File: src/logic/mtcs_defines.svh
// Constants of the test-command sequencer: offsets, fields, resets, timing.
// Assumes inclusion by bare name from the package and the design module.
`ifndef MTCS_DEFINES_SVH
`define MTCS_DEFINES_SVH

// ----------------------------------------------------------------------
// Chip register indices (byte address on APB is four times the index)
// ----------------------------------------------------------------------
`define MTCS_GC_IDX 8'he0
`define MTCS_TX_IDX 8'he1
`define MTCS_RX_IDX 8'he2
`define MTCS_ST_IDX 8'he6
`define MTCS_CHIP_BASE 8'he0

// ----------------------------------------------------------------------
// Own APB registers (byte addresses and reset values)
// ----------------------------------------------------------------------
`define MTCS_CTRL_ADDR 12'h000
`define MTCS_IRQ_ST_ADDR 12'h004
`define MTCS_IRQ_MK_ADDR 12'h008
`define MTCS_STATE_ADDR 12'h00c
`define MTCS_CTRL_RST 9'h00e
`define MTCS_IRQ_RST 3'h0

// ----------------------------------------------------------------------
// Chip word fields
// ----------------------------------------------------------------------
`define MTCS_MODE_HI 15
`define MTCS_MODE_LO 12
`define MTCS_LEVEL_HI 11
`define MTCS_LEVEL_LO 9
`define MTCS_MODE_TONES 4'h1
`define MTCS_LEVEL_0DB 3'h7
`define MTCS_TONE_OFF 4'h0
`define MTCS_TONE_A 4'hd
`define MTCS_TONE_B 4'he
`define MTCS_GC_EQU_DIS 10
`define MTCS_GC_OFF_HOOK 9
`define MTCS_GC_PWR_UP 8
`define MTCS_GC_RESET 7
`define MTCS_GC_IRQ_EN 6
`define MTCS_GC_XTAL 12

// ----------------------------------------------------------------------
// Timing
// ----------------------------------------------------------------------
`define MTCS_CLK_PERIOD_NS 20
`define MTCS_TENTH_SEC_NS 100000000

// ----------------------------------------------------------------------
// Characters and message table starts
// ----------------------------------------------------------------------
`define MTCS_CR 8'h0d
`define MTCS_MSG_OK 5'h00
`define MTCS_MSG_ERROR 5'h03
`define MTCS_MSG_NOCAR 5'h09

`endif

File: src/logic/mtcs_pkg.sv
// Types of the test-command sequencer.
// Assumes the defines header is on the include path.
`include "mtcs_defines.svh"

package mtcs_pkg;

    // ------------------------------------------------------------------
    // State machines
    // ------------------------------------------------------------------
    typedef enum logic [2:0] {
        S_IDLE = 3'h0,
        S_DEC = 3'h1,
        S_CHIP = 3'h3,
        S_SEND = 3'h2,
        S_DELAY = 3'h6,
        S_WIRQ = 3'h7
    } main_e;

    typedef enum logic [3:0] {
        P_A = 4'h0,
        P_T = 4'h1,
        P_CMD = 4'h3,
        P_AT = 4'h2,
        P_R = 4'h6,
        P_E = 4'h7,
        P_REG = 4'h5,
        P_NUM = 4'h4,
        P_F = 4'hc,
        P_H = 4'hd,
        P_SKIP = 4'hf
    } parse_e;

    // ------------------------------------------------------------------
    // Whole state of the sequencer
    // ------------------------------------------------------------------
    typedef struct packed {
        main_e st;
        parse_e ps;
        logic [7:0] ch;
        logic [3:0] creg;
        logic [15:0] acc;
        logic line_err;
        logic [31:0] cnt;
        logic [31:0] cd_cnt;
        logic cd_lost;
        logic hook;
        logic req;
        logic wr;
        logic [7:0] addr;
        logic [15:0] wdata;
        logic [15:0] sh_gc;
        logic [15:0] sh_tx;
        logic [15:0] sh_rx;
        logic [15:0] sh_stat;
        logic [15:0] rd_val;
        logic tx_valid;
        logic [7:0] tx_char;
        logic snd_hex;
        logic snd_last;
        logic [4:0] snd_idx;
        logic rx_ready;
        logic [8:0] ctrl;
        logic [2:0] irq_st;
        logic [2:0] irq_mk;
        logic irq;
        logic [31:0] prdata;
        logic pready;
        logic pslverr;
        logic [1:0] irq_sync;
        logic [1:0] cd_sync;
    } seq_state_s;

endpackage

File: src/logic/modem_test_command_sequencer.sv
// Test-command sequencer: runs host command lines as chip register accesses.
// Assumes an upstream character receiver and downstream transmitter on ref_clk_i,
// a chip access port with a level request and one-cycle ack, and an APB master.
`timescale 1ns/1ps
`include "mtcs_defines.svh"
module modem_test_command_sequencer #(
    parameter int unsigned TENTH_CYCLES = `MTCS_TENTH_SEC_NS / `MTCS_CLK_PERIOD_NS
) (
    input wire logic ref_clk_i,
    input wire logic rst_n_i,
    input wire logic psel_i,
    input wire logic penable_i,
    input wire logic pwrite_i,
    input wire logic [11:0] paddr_i,
    input wire logic [31:0] pwdata_i,
    output logic [31:0] prdata_o,
    output logic pready_o,
    output logic pslverr_o,
    input wire logic rx_valid_i,
    input wire logic [7:0] rx_char_i,
    output logic rx_ready_o,
    output logic tx_valid_o,
    output logic [7:0] tx_char_o,
    input wire logic tx_ready_i,
    output logic chip_req_o,
    output logic chip_wr_o,
    output logic [7:0] chip_addr_o,
    output logic [15:0] chip_wdata_o,
    input wire logic chip_ack_i,
    input wire logic [15:0] chip_rdata_i,
    input wire logic chip_interrupt_n_i,
    input wire logic carrier_det_i,
    output logic hook_off_o,
    output logic irq_o
);
    localparam logic [8*20-1:0] MSG = "OK\rERROR\rNO CARRIER\r";
    mtcs_pkg::seq_state_s q;
    mtcs_pkg::seq_state_s d;
    logic [2:0] ev;
    logic [2:0] clr;
    logic [3:0] dig;
    logic is_dig;
    logic [3:0] nib;
    logic [31:0] hang_lim;
    // ------------------------------------------------------------------
    // Helpers
    // ------------------------------------------------------------------
    function automatic logic [7:0] hex_char(input logic [3:0] n);
        hex_char = (n < 4'ha) ? (8'h30 + {4'h0, n}) : (8'h37 + {4'h0, n});
    endfunction
    function automatic logic [7:0] msg_char(input logic [4:0] i);
        msg_char = MSG[8 * (19 - int'(i)) +: 8];
    endfunction
    assign dig = q.ch[3:0];
    assign is_dig = (q.ch >= 8'h30) && (q.ch <= 8'h39);
    assign hang_lim = 32'(32'(q.ctrl[7:0]) * TENTH_CYCLES);
    always_comb begin
        case (q.snd_idx[1:0])
            2'h0: nib = q.rd_val[15:12];
            2'h1: nib = q.rd_val[11:8];
            2'h2: nib = q.rd_val[7:4];
            default: nib = q.rd_val[3:0];
        endcase
    end
    // ------------------------------------------------------------------
    // Next state
    // ------------------------------------------------------------------
    always_comb begin
        d = q;
        ev = 3'h0;
        clr = 3'h0;
        d.irq_sync = {q.irq_sync[0], chip_interrupt_n_i};
        d.cd_sync = {q.cd_sync[0], carrier_det_i};
        d.pready = 1'b0;
        d.pslverr = 1'b0;
        // APB slave: answer one cycle into the access phase
        if (psel_i && penable_i && !q.pready) begin
            d.pready = 1'b1;
            d.prdata = 32'h0;
            case (paddr_i)
                `MTCS_CTRL_ADDR: d.prdata = {23'h0, q.ctrl};
                `MTCS_IRQ_ST_ADDR: d.prdata = {29'h0, q.irq_st};
                `MTCS_IRQ_MK_ADDR: d.prdata = {29'h0, q.irq_mk};
                `MTCS_STATE_ADDR: begin
                    d.prdata[0] = q.sh_tx[`MTCS_MODE_HI:`MTCS_MODE_LO] == `MTCS_MODE_TONES;
                    d.prdata[1] = q.sh_tx[`MTCS_LEVEL_HI:`MTCS_LEVEL_LO] == `MTCS_LEVEL_0DB;
                    d.prdata[2] = q.sh_tx[3:0] != `MTCS_TONE_OFF;
                    d.prdata[3] = q.sh_tx[3:0] == `MTCS_TONE_A;
                    d.prdata[4] = q.sh_tx[3:0] == `MTCS_TONE_B;
                    d.prdata[5] = q.sh_rx[`MTCS_MODE_HI:`MTCS_MODE_LO] == `MTCS_MODE_TONES;
                    d.prdata[6] = q.sh_gc[`MTCS_GC_XTAL];
                    d.prdata[7] = q.sh_gc[`MTCS_GC_EQU_DIS];
                    d.prdata[8] = q.sh_gc[`MTCS_GC_OFF_HOOK];
                    d.prdata[9] = q.sh_gc[`MTCS_GC_PWR_UP];
                    d.prdata[10] = !q.sh_gc[`MTCS_GC_RESET];
                    d.prdata[11] = q.sh_gc[`MTCS_GC_IRQ_EN];
                    d.prdata[12] = q.hook;
                    d.prdata[15:13] = q.st;
                    d.prdata[19:16] = q.ps;
                end
                {2'h0, `MTCS_GC_IDX, 2'h0}: d.prdata = {16'h0, q.sh_gc};
                {2'h0, `MTCS_TX_IDX, 2'h0}: d.prdata = {16'h0, q.sh_tx};
                {2'h0, `MTCS_RX_IDX, 2'h0}: d.prdata = {16'h0, q.sh_rx};
                {2'h0, `MTCS_ST_IDX, 2'h0}: d.prdata = {16'h0, q.sh_stat};
                default: d.pslverr = 1'b1;
            endcase
        end
        if (psel_i && penable_i && q.pready && pwrite_i && !q.pslverr) begin
            case (paddr_i)
                `MTCS_CTRL_ADDR: d.ctrl = pwdata_i[8:0];
                `MTCS_IRQ_ST_ADDR: clr = pwdata_i[2:0];
                `MTCS_IRQ_MK_ADDR: d.irq_mk = pwdata_i[2:0];
                default: d.ctrl = q.ctrl;
            endcase
        end
        // Carrier loss timer while watching and off hook
        if (q.ctrl[8] && q.hook && !q.cd_sync[1] && !q.cd_lost) begin
            d.cd_cnt = q.cd_cnt + 32'h1;
            if (q.cd_cnt >= hang_lim) begin
                d.cd_lost = 1'b1;
                d.cd_cnt = 32'h0;
            end
        end else begin
            d.cd_cnt = 32'h0;
        end
        unique case (q.st)
            mtcs_pkg::S_IDLE: begin
                if (q.cd_lost) begin
                    // Hang up, then report no carrier
                    d.cd_lost = 1'b0;
                    d.hook = 1'b0;
                    d.snd_hex = 1'b0;
                    d.snd_last = 1'b0;
                    d.snd_idx = `MTCS_MSG_NOCAR;
                    d.ps = mtcs_pkg::P_A;
                    d.st = mtcs_pkg::S_SEND;
                    ev[1] = 1'b1;
                end else if (rx_valid_i && q.rx_ready) begin
                    d.ch = rx_char_i;
                    d.st = mtcs_pkg::S_DEC;
                end
            end
            mtcs_pkg::S_DEC: begin
                d.st = mtcs_pkg::S_IDLE;
                // One sub-command at a time, left to right
                unique case (q.ps)
                    mtcs_pkg::P_A: d.ps = (q.ch == "A") ? mtcs_pkg::P_T : mtcs_pkg::P_SKIP;
                    mtcs_pkg::P_T: d.ps = (q.ch == "T") ? mtcs_pkg::P_CMD : mtcs_pkg::P_SKIP;
                    mtcs_pkg::P_CMD: begin
                        if (q.ch == "H") d.ps = mtcs_pkg::P_H;
                        else if (q.ch == "@") d.ps = mtcs_pkg::P_AT;
                        else if (q.ch != `MTCS_CR) d.ps = mtcs_pkg::P_SKIP;
                    end
                    mtcs_pkg::P_H: begin
                        d.ps = mtcs_pkg::P_CMD;
                        if (q.ch == "1") d.hook = 1'b1;
                        else if (q.ch == "0") d.hook = 1'b0;
                        else d.ps = mtcs_pkg::P_SKIP;
                    end
                    mtcs_pkg::P_AT: begin
                        if (q.ch == "R") d.ps = mtcs_pkg::P_R;
                        else if (q.ch == "F") d.ps = mtcs_pkg::P_F;
                        else d.ps = mtcs_pkg::P_SKIP;
                    end
                    mtcs_pkg::P_R: d.ps = (q.ch == "E") ? mtcs_pkg::P_E : mtcs_pkg::P_SKIP;
                    mtcs_pkg::P_E: begin
                        d.creg = dig;
                        d.ps = is_dig ? mtcs_pkg::P_REG : mtcs_pkg::P_SKIP;
                    end
                    mtcs_pkg::P_REG: begin
                        d.acc = 16'h0;
                        d.addr = `MTCS_CHIP_BASE | {4'h0, q.creg};
                        if (q.ch == "?") begin
                            d.req = 1'b1;
                            d.wr = 1'b0;
                            d.ps = mtcs_pkg::P_CMD;
                            d.st = mtcs_pkg::S_CHIP;
                        end else begin
                            d.ps = (q.ch == "=") ? mtcs_pkg::P_NUM : mtcs_pkg::P_SKIP;
                        end
                    end
                    mtcs_pkg::P_NUM: begin
                        if (is_dig) begin
                            d.acc = 16'(q.acc * 16'd10 + {12'h0, dig});
                        end else begin
                            // Write, then decode this character again
                            d.req = 1'b1;
                            d.wr = 1'b1;
                            d.wdata = q.acc;
                            d.ps = mtcs_pkg::P_CMD;
                            d.st = mtcs_pkg::S_CHIP;
                        end
                    end
                    mtcs_pkg::P_F: begin
                        d.ps = mtcs_pkg::P_CMD;
                        if (q.ch == "2") begin
                            d.cnt = TENTH_CYCLES - 32'h1;
                            d.st = mtcs_pkg::S_DELAY;
                        end else if (q.ch == "7") begin
                            d.st = mtcs_pkg::S_WIRQ;
                        end else begin
                            d.ps = mtcs_pkg::P_SKIP;
                        end
                    end
                    mtcs_pkg::P_SKIP: d.ps = mtcs_pkg::P_SKIP;
                endcase
                if (d.ps == mtcs_pkg::P_SKIP) d.line_err = 1'b1;
                if (q.ch == `MTCS_CR && d.st == mtcs_pkg::S_IDLE) begin
                    if (d.line_err) ev[2] = 1'b1;
                    d.snd_hex = 1'b0;
                    d.snd_last = 1'b0;
                    d.snd_idx = d.line_err ? `MTCS_MSG_ERROR : `MTCS_MSG_OK;
                    d.line_err = 1'b0;
                    d.ps = mtcs_pkg::P_A;
                    d.st = mtcs_pkg::S_SEND;
                end
            end
            mtcs_pkg::S_CHIP: begin
                if (chip_ack_i) begin
                    d.req = 1'b0;
                    if (q.wr) begin
                        if (q.addr == `MTCS_GC_IDX) d.sh_gc = q.wdata;
                        if (q.addr == `MTCS_TX_IDX) d.sh_tx = q.wdata;
                        if (q.addr == `MTCS_RX_IDX) d.sh_rx = q.wdata;
                        d.st = mtcs_pkg::S_DEC;
                    end else begin
                        if (q.addr == `MTCS_ST_IDX) d.sh_stat = chip_rdata_i;
                        d.rd_val = chip_rdata_i;
                        d.snd_hex = 1'b1;
                        d.snd_last = 1'b0;
                        d.snd_idx = 5'h0;
                        d.st = mtcs_pkg::S_SEND;
                        ev[0] = 1'b1;
                    end
                end
            end
            mtcs_pkg::S_DELAY: begin
                if (q.cnt == 32'h0) d.st = mtcs_pkg::S_IDLE;
                else d.cnt = q.cnt - 32'h1;
            end
            mtcs_pkg::S_WIRQ: begin
                // Stall until interrupt, then read status
                if (!q.irq_sync[1]) begin
                    d.req = 1'b1;
                    d.wr = 1'b0;
                    d.addr = `MTCS_ST_IDX;
                    d.st = mtcs_pkg::S_CHIP;
                end
            end
            mtcs_pkg::S_SEND: begin
                if (q.tx_valid) begin
                    if (tx_ready_i) d.tx_valid = 1'b0;
                end else if (q.snd_last) begin
                    d.snd_last = 1'b0;
                    d.st = mtcs_pkg::S_IDLE;
                end else begin
                    d.tx_valid = 1'b1;
                    d.snd_idx = q.snd_idx + 5'h1;
                    if (q.snd_hex) begin
                        d.tx_char = (q.snd_idx == 5'h4) ? `MTCS_CR : hex_char(nib);
                        d.snd_last = q.snd_idx == 5'h4;
                    end else begin
                        d.tx_char = msg_char(q.snd_idx);
                        d.snd_last = msg_char(q.snd_idx) == `MTCS_CR;
                    end
                end
            end
        endcase
        // Sticky events, set wins over clear
        d.irq_st = (q.irq_st & ~clr) | ev;
        d.irq = |(d.irq_st & d.irq_mk);
        d.rx_ready = (d.st == mtcs_pkg::S_IDLE) && !d.cd_lost;
    end
    // ------------------------------------------------------------------
    // State register
    // ------------------------------------------------------------------
    always_ff @(posedge ref_clk_i or negedge rst_n_i) begin
        if (!rst_n_i) begin
            q <= '0;
            q.st <= mtcs_pkg::S_IDLE;
            q.ps <= mtcs_pkg::P_A;
            q.ctrl <= `MTCS_CTRL_RST;
            q.irq_mk <= `MTCS_IRQ_RST;
            q.irq_sync <= 2'h3;
            q.cd_sync <= 2'h3;
        end else begin
            q <= d;
        end
    end
    assign prdata_o = q.prdata;
    assign pready_o = q.pready;
    assign pslverr_o = q.pslverr;
    assign rx_ready_o = q.rx_ready;
    assign tx_valid_o = q.tx_valid;
    assign tx_char_o = q.tx_char;
    assign chip_req_o = q.req;
    assign chip_wr_o = q.wr;
    assign chip_addr_o = q.addr;
    assign chip_wdata_o = q.wdata;
    assign hook_off_o = q.hook;
    assign irq_o = q.irq;
endmodule

File: config.mk
export PLATFORM = sky130hd
export DESIGN_NAME = modem_test_command_sequencer
export DESIGN_NICKNAME = d
export VERILOG_FILES = /design/src/logic/mtcs_pkg.sv /design/src/logic/modem_test_command_sequencer.sv
export VERILOG_INCLUDE_DIRS = /design/src /design/src/logic
export SDC_FILE = /design/constraint.sdc
export NUM_CORES = 1
export LEC_CHECK = 0
export BUFFER_PORTS_ARGS = -buffer_cell sky130_fd_sc_hd__clkbuf_2
export CAP_MARGIN = 20
export CORE_ASPECT_RATIO = 0.5
export CORE_MARGIN = 2
export CORE_UTILIZATION = 41
export CTS_BUF_LIST = sky130_fd_sc_hd__clkbuf_16
export CTS_CLUSTER_DIAMETER = 150
export DETAILED_ROUTE_END_ITERATION = 10
export GPL_TIMING_DRIVEN = 0
export MAX_ROUTING_LAYER = met4
export SETUP_SLACK_MARGIN = 0.3
export SLEW_MARGIN = 20
export SYNTH_ARGS = -nofsm -noshare
export SYNTH_HDL_FRONTEND = slang
export SYNTH_SLANG_ARGS = --single-unit
export TNS_END_PERCENT = 30
File: constraint.sdc
create_clock -name ref_clk_i -period 6.6 [get_ports ref_clk_i]
set_clock_uncertainty 0.05 [all_clocks]
set_input_delay 0.66 -clock ref_clk_i [delete_from_list [all_inputs] [get_ports ref_clk_i]]
set_output_delay 0.66 -clock ref_clk_i [all_outputs]
set_load 0.01 [all_outputs]
==> reports/qor.csv, run 1 <==
metric;value;unit
status;complete, no violations;
most numerous cell on the critical path;a21o_1;
post-synth cell types;89;
RSZ-0062 raised after global routing;no;
Hold Path Origin;chip_interrupt_n_i;
post-synthesis sequential area ratio;39.5;%
Finished Core Util;47.8;%
slew margin rel.;16.6;%
worst hold path stage count;1;
htree depth;1;
Mapped Cells;1681;
DIE HEIGHT;147;um
DRT iter0 DRCs;813;
CP top delay family;adder cells;
top achievable clock speed;0.166;GHz
post-detail-place hpwl;31900;um
All-Layer GR Usage;20.5;%
footprint of the multi-input gates;9260;sq um
die footprint;42500;sq um
drt first pass iters;5;
FFs w/ async S/R, synth;100;%
worst path bufs/invs;5;
clk buf depth;3;
Max Slew Vio Count;0;
r2r worst-path depth;24;
CTS root buf;clkbuf_16;
Worst Setup Path Type;reg2reg;
Nets;2091;
clock net sink count;263;
max-cap violations;0;
hold endpoint;d[3];
global route total overflow;0;
Crit. End Element;flop;
count of final hold-check violations;0;
Arr. time, crit path;6410;ps
Synthesis Warnings;0;
cells along the critical path;ha_1, ha_1, inv_1, fa_1, inv_1, fa_1, ha_1, a21o_1, a2111oi_4, buf_4, o311ai_1, a21o_1, a211o_1, a21oi_1, xor2_1, ha_1, a21o_1, a21o_1, a21o_1, a211oi_4, buf_4, a211oi_4, buf_12, nor4_2;
Clock transition at path regs;60;ps
dpl cells;2348;
largest net degree at the start of global routing;88;
# diodes;0;
Worst-Margin Slew;1240;ps
Req. time, crit path;7000;ps
Site Rows;52;
Max stage delay on crit path;540;ps
CTS tree;done;
clock latency on the worst-skew pair;560;ps
reg-to-reg endpoint;rx_ready_o;
post-route ant nets;0;
routed vias/inst;5.41;
Slowest cell on crit path;fa_1;
sequential standard cell area;6600;sq um
via count;13100;
number of global-route vias before repair;12500;
Setup crit start kind;flop;
post-layout worst setup margin;590;ps
Die W;289;um
Post-Layout Cell Count;2420;
Final setup viols;0;
total wire length;42200;um
Post-synth EDFFs;0;
Place WS;-66.0;ps
Initial Utilization;41.5;%
Max VDD drop;144;uV
Post-synth top flop;dfrtp_1;
total CTS buffers;27;
average wire per cell in the routed design;17.4;um
Pwr Density;288;nW/um^2
fin crit share;91.1;%
crit-path max FO;7;
Hold Path Class;in2reg;
first-pass GRT wire length;67600;um
Remaining DRCs;0;
Tmin final;6010;ps
core area;40300;sq um
initial antenna violation count;0;
# fillers;3794;
Syn Std Cell Area;16700;sq um
area delta synth->final;15.2;%
share of cells above drive strength 1;22.3;%
reg2reg start;q[49];
mean post-synth cell area;9.94;sq um
IO Count;150;
Lkg Pwr;0.00925;uW
FF+latch count, synth;263;
routability congestion estimate;0.899;
R2R Setup Slk;590;ps
PortBufs;111;
-- metrics by stage --
stage | hold slack, ps | instance area (sq um) | total power, uW | setup TNS, ps
final | 137 | 19300 | 5550 | 0
after global routing | 114 | 19300 | 5910 | 0
after CTS | 109 | 19000 | 5560 | 0
after detailed placement | 299 | 18100 | 3970 | -835
after global placement | 299 | 18000 | 3940 | -221010
after floorplan | 295 | 16800 | 3440 | 0
-- report_power, final --
part | switching, uW | internal [uW] | total, uW
combinational | 1230 | 742 | 1980
clock | 678 | 904 | 1580
sequential | 180 | 1810 | 1990
total | 2090 | 3460 | 5550
-- worst max path at each step --
stage,from,end,slack [ps],cells after the start
floorplan,q[48],q[181],890,23
global placement,rst_n_i,q[236],-890,1
detailed placement,q[51],rx_ready_o,-70,20
CTS,q[51],q[189],320,23
global route,q[49],q[192],320,24
finish,q[49],rx_ready_o,590,24
-- cell type report --
cell class / instances / area share, %
timing repair buffer: 136 / 4.30
sequential: 263 / 34.3
clock inverter: 23 / 1.14
inverter: 71 / 1.38
tap: 540 / 3.51
clock buffer: 27 / 3.51
buffer: 124 / 3.82
multi-input combinational: 1236 / 48.1
-- cell families after synthesis --
group           count (synthesis)  synth area share [%]
other cells                     1                0.0224
xor+xnor                       74                  3.88
compound gates                372                  15.1
flops                         263                  39.5
mux                           118                  7.93
simple gates                  504                  15.2
buf+inv                       195                  5.97
fa+ha+maj                     154                  12.4
-- state kept, by name, summed over array words and instances, names as in the netlist --
name and flops:
chip_wr_o 1, chip_addr_o 5, dig 4, rx_ready_o 1, tx_char_o 7, q 201
chip_wdata_o 16, pslverr_o 1, tx_valid_o 1, pready_o 1, hook_off_o 1, chip_req_o 1
prdata_o 20, irq_o 1, d 2
-- worst reg2reg max path: stages, from the launching register on --
cell and delay (ps):
dfrtp_2 470, ha_1 350, ha_1 290, inv_1 50, fa_1 540, inv_1 60, fa_1 450, ha_1 340
a21o_1 230, a2111oi_4 390, buf_4 180, o311ai_1 100, a21o_1 230, a211o_1 260, a21oi_1 170, xor2_1 160
ha_1 250, a21o_1 160, a21o_1 170, a21o_1 200, a211oi_4 220, buf_4 160, a211oi_4 60, buf_12 200
nor4_2 170
-- placed cells by master (no fill, tap or decap), drive strengths merged, types with 32 or more instances in the layout --
master  Yosys  routed
a21o       32      32
buf        82     109
ha        134     134
clkbuf     42     177
nand2     136     136
a21oi      78      78
mux2      115     115
o21ai      97      97
inv        68      78
nand3      44      44
xor2       37      37
nor2      154     154
dfrtp     256     256
xnor2      37      37
-- timing repair --
item                                   in CTS  in global routing
buffers inserted                            2                 19
setup endpoints to repair                  34                 34
endpoints found under the hold margin      10                  0
pin swaps                                   0                  4
hold buffers                                1                  0
gates resized for setup                    11                 13
-- routing by layer --
metal / vias up / part of all wire, % / global-route usage, %
met1: 6427 / 47 / 27.8
li1: 6373 / - / -
met4: 0 / 2.0 / 4.38
met5: - / 0 / -
met2: 242 / 47 / 32.4
met3: 52 / 3.8 / 3.21
-- cell usage after synthesis (25+ instances only) --
library cell / number / share of area [%]
dfrtp_1: 256 / 38
nor2_1: 153 / 3.4
nand2_1: 135 / 3.0
ha_1: 134 / 10
mux2_2: 115 / 7.8
o21ai_0: 83 / 2.5
a21oi_1: 78 / 2.3
inv_1: 68 / 1.5
buf_4: 64 / 2.9
nand3_1: 44 / 1.3
clkbuf_1: 42 / 0.94
xnor2_1: 37 / 1.9
xor2_1: 37 / 1.9
a21o_1: 32 / 1.4
nor3_1: 26 / 0.78
a31oi_1: 25 / 0.94
No activity file was read; power rests on OpenSTA's default activity.
==> run 2: changes to the inputs <==
--- a/config.mk
+++ b/config.mk
@@ -6,6 +6,7 @@
 export SDC_FILE = /design/constraint.sdc
 export NUM_CORES = 1
 export LEC_CHECK = 0
+export ABC_AREA = 1
 export BUFFER_PORTS_ARGS = -buffer_cell sky130_fd_sc_hd__clkbuf_2
 export CAP_MARGIN = 20
 export CORE_ASPECT_RATIO = 0.5
@@ -16,6 +17,7 @@
 export DETAILED_ROUTE_END_ITERATION = 10
 export GPL_TIMING_DRIVEN = 0
 export MAX_ROUTING_LAYER = met4
+export PLACE_DENSITY = 0.6
 export SETUP_SLACK_MARGIN = 0.3
 export SLEW_MARGIN = 20
 export SYNTH_ARGS = -nofsm -noshare
==> run 2 against run 1 <==
First-iteration DRC count rose by 17%. Clock power fell by 3%. Die area rose by 4.5%. Count of clock-buffer cells in the layout unchanged. Critical path depth rose by 1. Total power down 3.9%. Worst hold slack lost 72 ps. Sequential share of layout area down 1.0 points. Cell count grew 24%. Register-to-register slack better by 180 ps. Critical endpoint is now q[191]. Largest power group unchanged.
==> reports/qor.csv, run 2 <==
metric;value;unit;change
status;complete, no violations;;
Req. time, crit path;7010;ps;about the same
r2r worst-path depth;25;;+4.2%
internal power;3280;uW;-5.2%
CTS tree;done;;
Max VDD drop;208;uV;+45%
max FFs per register;201;;unchanged
Crit. End Element;flop;;
Initial Utilization;41.6;%;+0.094 points
IO Count;150;;unchanged
total wire length;47400;um;+12%
Psw;2060;uW;-1.7%
post-route ant nets;0;;unchanged
switching share of power;38.5;%;+0.84 points
Post-synth EDFFs;0;;unchanged
die footprint;44400;sq um;+4.5%
Setup Total Neg Slack;0;ps;unchanged
global route total overflow;0;;unchanged
Die W;296;um;+2.3%
Largest Register;q;;
Synthesis Warnings;0;;unchanged
Lkg Pwr;0.00972;uW;+5.0%
largest cells by area after synthesis;dfrtp_1, nand2_1, ha_1, inv_1, o21ai_0;;
reg-to-reg endpoint;q[191];;
routability congestion estimate;0.898;;-0.14%
CP top delay family;adder cells;;
Critical Path End;q[191];;
Nets;2625;;+26%
Final setup viols;0;;unchanged
dpl cells;2936;;+25%
most numerous cell on the critical path;ha_1;;
reg2reg start;q[50];;
Max stage delay on crit path;650;ps;+110 ps
fin crit share;88.4;%;-2.7 points
slew margin rel.;50.2;%;+34 points
initial antenna violation count;0;;unchanged
post-synthesis sequential area ratio;37.7;%;-1.7 points
Site Rows;53;;+1.9%
clk buf depth;3;;unchanged
post-synth cell types;59;;-34%
via count;15000;;+15%
Post-Layout Cell Count;2991;;+24%
htree depth;1;;unchanged
Setup crit start kind;flop;;
commonest non-fill, non-tap cells in the layout;nand2_1, inv_1, dfrtp_1;;
sequential share of power;38.8;%;+2.9 points
area delta synth->final;13.5;%;
Max Slew Vio Count;0;;unchanged
# diodes;0;;unchanged
DIE HEIGHT;150;um;+2.2%
All-Layer GR Usage;22.3;%;+1.9 points
CTS root buf;clkbuf_16;;
DRT iter0 DRCs;949;;+17%
Arr. time, crit path;6240;ps;-170 ps
post-detail-place hpwl;37400;um;+17%
cell depth of the worst setup path;25;;+4.2%
PortBufs;112;;+0.90%
Clock transition at path regs;70;ps;about the same
largest area contributor in the netlist;dfrtp_1;;
largest net degree at the start of global routing;80;;-9.1%
clock latency on the worst-skew pair;570;ps;about the same
Mapped Cells;2231;;+33%
Worst Setup Path Type;reg2reg;;
most frequent cells after synthesis;nand2_1, inv_1, dfrtp_1, nor2_1, o21ai_0;;
FF+latch count, synth;263;;unchanged
core area;42000;sq um;+4.4%
first-pass GRT wire length;76800;um;+14%
commonest non-fill, non-tap cell in the layout;nand2_1;;
average wire per cell in the routed design;15.8;um;-9.2%
routed vias/inst;5.02;;-7.2%
share of cells above drive strength 1;13.2;%;-9.1 points
CTS Hold Bufs;0;;-1
R2R Setup Slk;770;ps;+180 ps
total CTS buffers;27;;unchanged
worst path bufs/invs;3;;-2
top achievable clock speed;0.171;GHz;+3.1%
RSZ-0062 raised after global routing;no;;
Remaining DRCs;0;;unchanged
Overall Power;5340;uW;-3.9%
clock net sink count;263;;unchanged
Hold Path Class;in2async;;
Pwr Density;269;nW/um^2;-6.7%
FFs w/ async S/R, synth;100;%;unchanged
max-cap violations;0;;unchanged
Yosys top cell area share;36.7;%;-1.7 points
top-count cell post-synth;nand2_1;;
Worst-Margin Slew;741;ps;-500 ps
Post-synth top flop;dfrtp_1;;
Slowest cell on crit path;dfrtp_1;;
# fillers;4272;;+13%
count of final hold-check violations;0;;unchanged
crit-path max FO;10;;+3
clock power share;28.9;%;+0.4 points
mean post-synth cell area;7.83;sq um;-21%
Combinational Power Share;32.3;%;-3.3 points
Syn Std Cell Area;17500;sq um;+4.6%
Critical path origin;q[50];;
drt first pass iters;5;;unchanged
number of global-route vias before repair;14400;;+15%
Tmin final;5830;ps;-178 ps
[run 2: changes by cell type after synthesis, sizes merged, moves of 18 or more]
cell,delta
a21o,-27
a222oi,-18
a31oi,-24
inv,+240
mux2,-112
nand2,+328
nand3,+63
nand4,+27
nor2,+77
o21ai,+118
o22ai,+34
xnor2,-21
[run 2: repair_timing]
action,in CTS,in global routing
buffers inserted,2,3
endpoints found under the setup margin,30,34
resized for setup,1,6
gates cloned,0,0
pin swaps,1,0
[run 2: per-layer routing]
| metal | global-route usage (%) | routed length (um) |
|---|---|---|
| met2 | 36.0 | 22100 |
| met3 | 3.37 | 2140 |
| met5 | - | 0 |
| met1 | 29.8 | 22100 |
| met4 | 5.03 | 1060 |
[run 2: power by group through the flow]
| stage | combinational (uW) | sequential [uW] | clock, uW |
|---|---|---|---|
| floorplan | 1250 | 2030 | 0 |
| global placement | 1690 | 2100 | 0 |
| detailed placement | 1710 | 2100 | 0 |
| CTS | 1720 | 2070 | 1580 |
| global route | 1980 | 2100 | 1650 |
| finish | 1720 | 2070 | 1540 |
[run 2: cells by family after synthesis]
| kind of cell | after synthesis | synth area share [%] |
|---|---|---|
| AOI/OAI and AO/OA | 393 | 12.8 |
| adders and majority gates | 154 | 11.9 |
| DFF | 263 | 37.7 |
| muxes | 3 | 0.193 |
| buffers and inverters | 420 | 10.7 |
| other | 1 | 0.0215 |
| xor gates and xnor gates | 67 | 3.36 |
| and+or+nand+nor | 930 | 23.4 |
[run 2: layout make-up]
type / instances / area (sq um) / area share [%]
multi-input combinational: 1561 / 9090 / 45.8
inverter: 310 / 1170 / 5.90
clock buffer: 27 / 676 / 3.41
clock inverter: 23 / 190 / 0.959
buffer: 110 / 703 / 3.54
sequential: 263 / 6590 / 33.2
tap: 577 / 722 / 3.64
timing repair buffer: 120 / 689 / 3.48
[run 2: worst min-delay path by stage]
stage | startpoint | endpoint | slack, ps | cells after the start
2_1_floorplan | d[1] | q[1] | 300 | 0
3_3_place_gp | d[3] | q[3] | 300 | 0
3_5_place_dp | d[1] | q[1] | 300 | 0
4_1_cts | rst_n_i | q[207] | 90 | 1
5_1_grt | chip_interrupt_n_i | d[3] | 110 | 1
6_report | rst_n_i | q[207] | 60 | 1
[run 2: per-stage QoR]
| step | cell area [sq um] | utilization [%] | hold slack, ps | setup WS, ps |
|---|---|---|---|---|
| 6_report | 19800 | 47.2 | 64.9 | 768 |
| 5_1_grt | 19800 | 47.2 | 108 | 307 |
| 4_1_cts | 19800 | 47.1 | 92.3 | 386 |
| 3_5_place_dp | 18900 | 45.0 | 297 | 143 |
| 3_3_place_gp | 18800 | 44.7 | 296 | -957 |
| 2_1_floorplan | 17500 | - | 295 | 1390 |
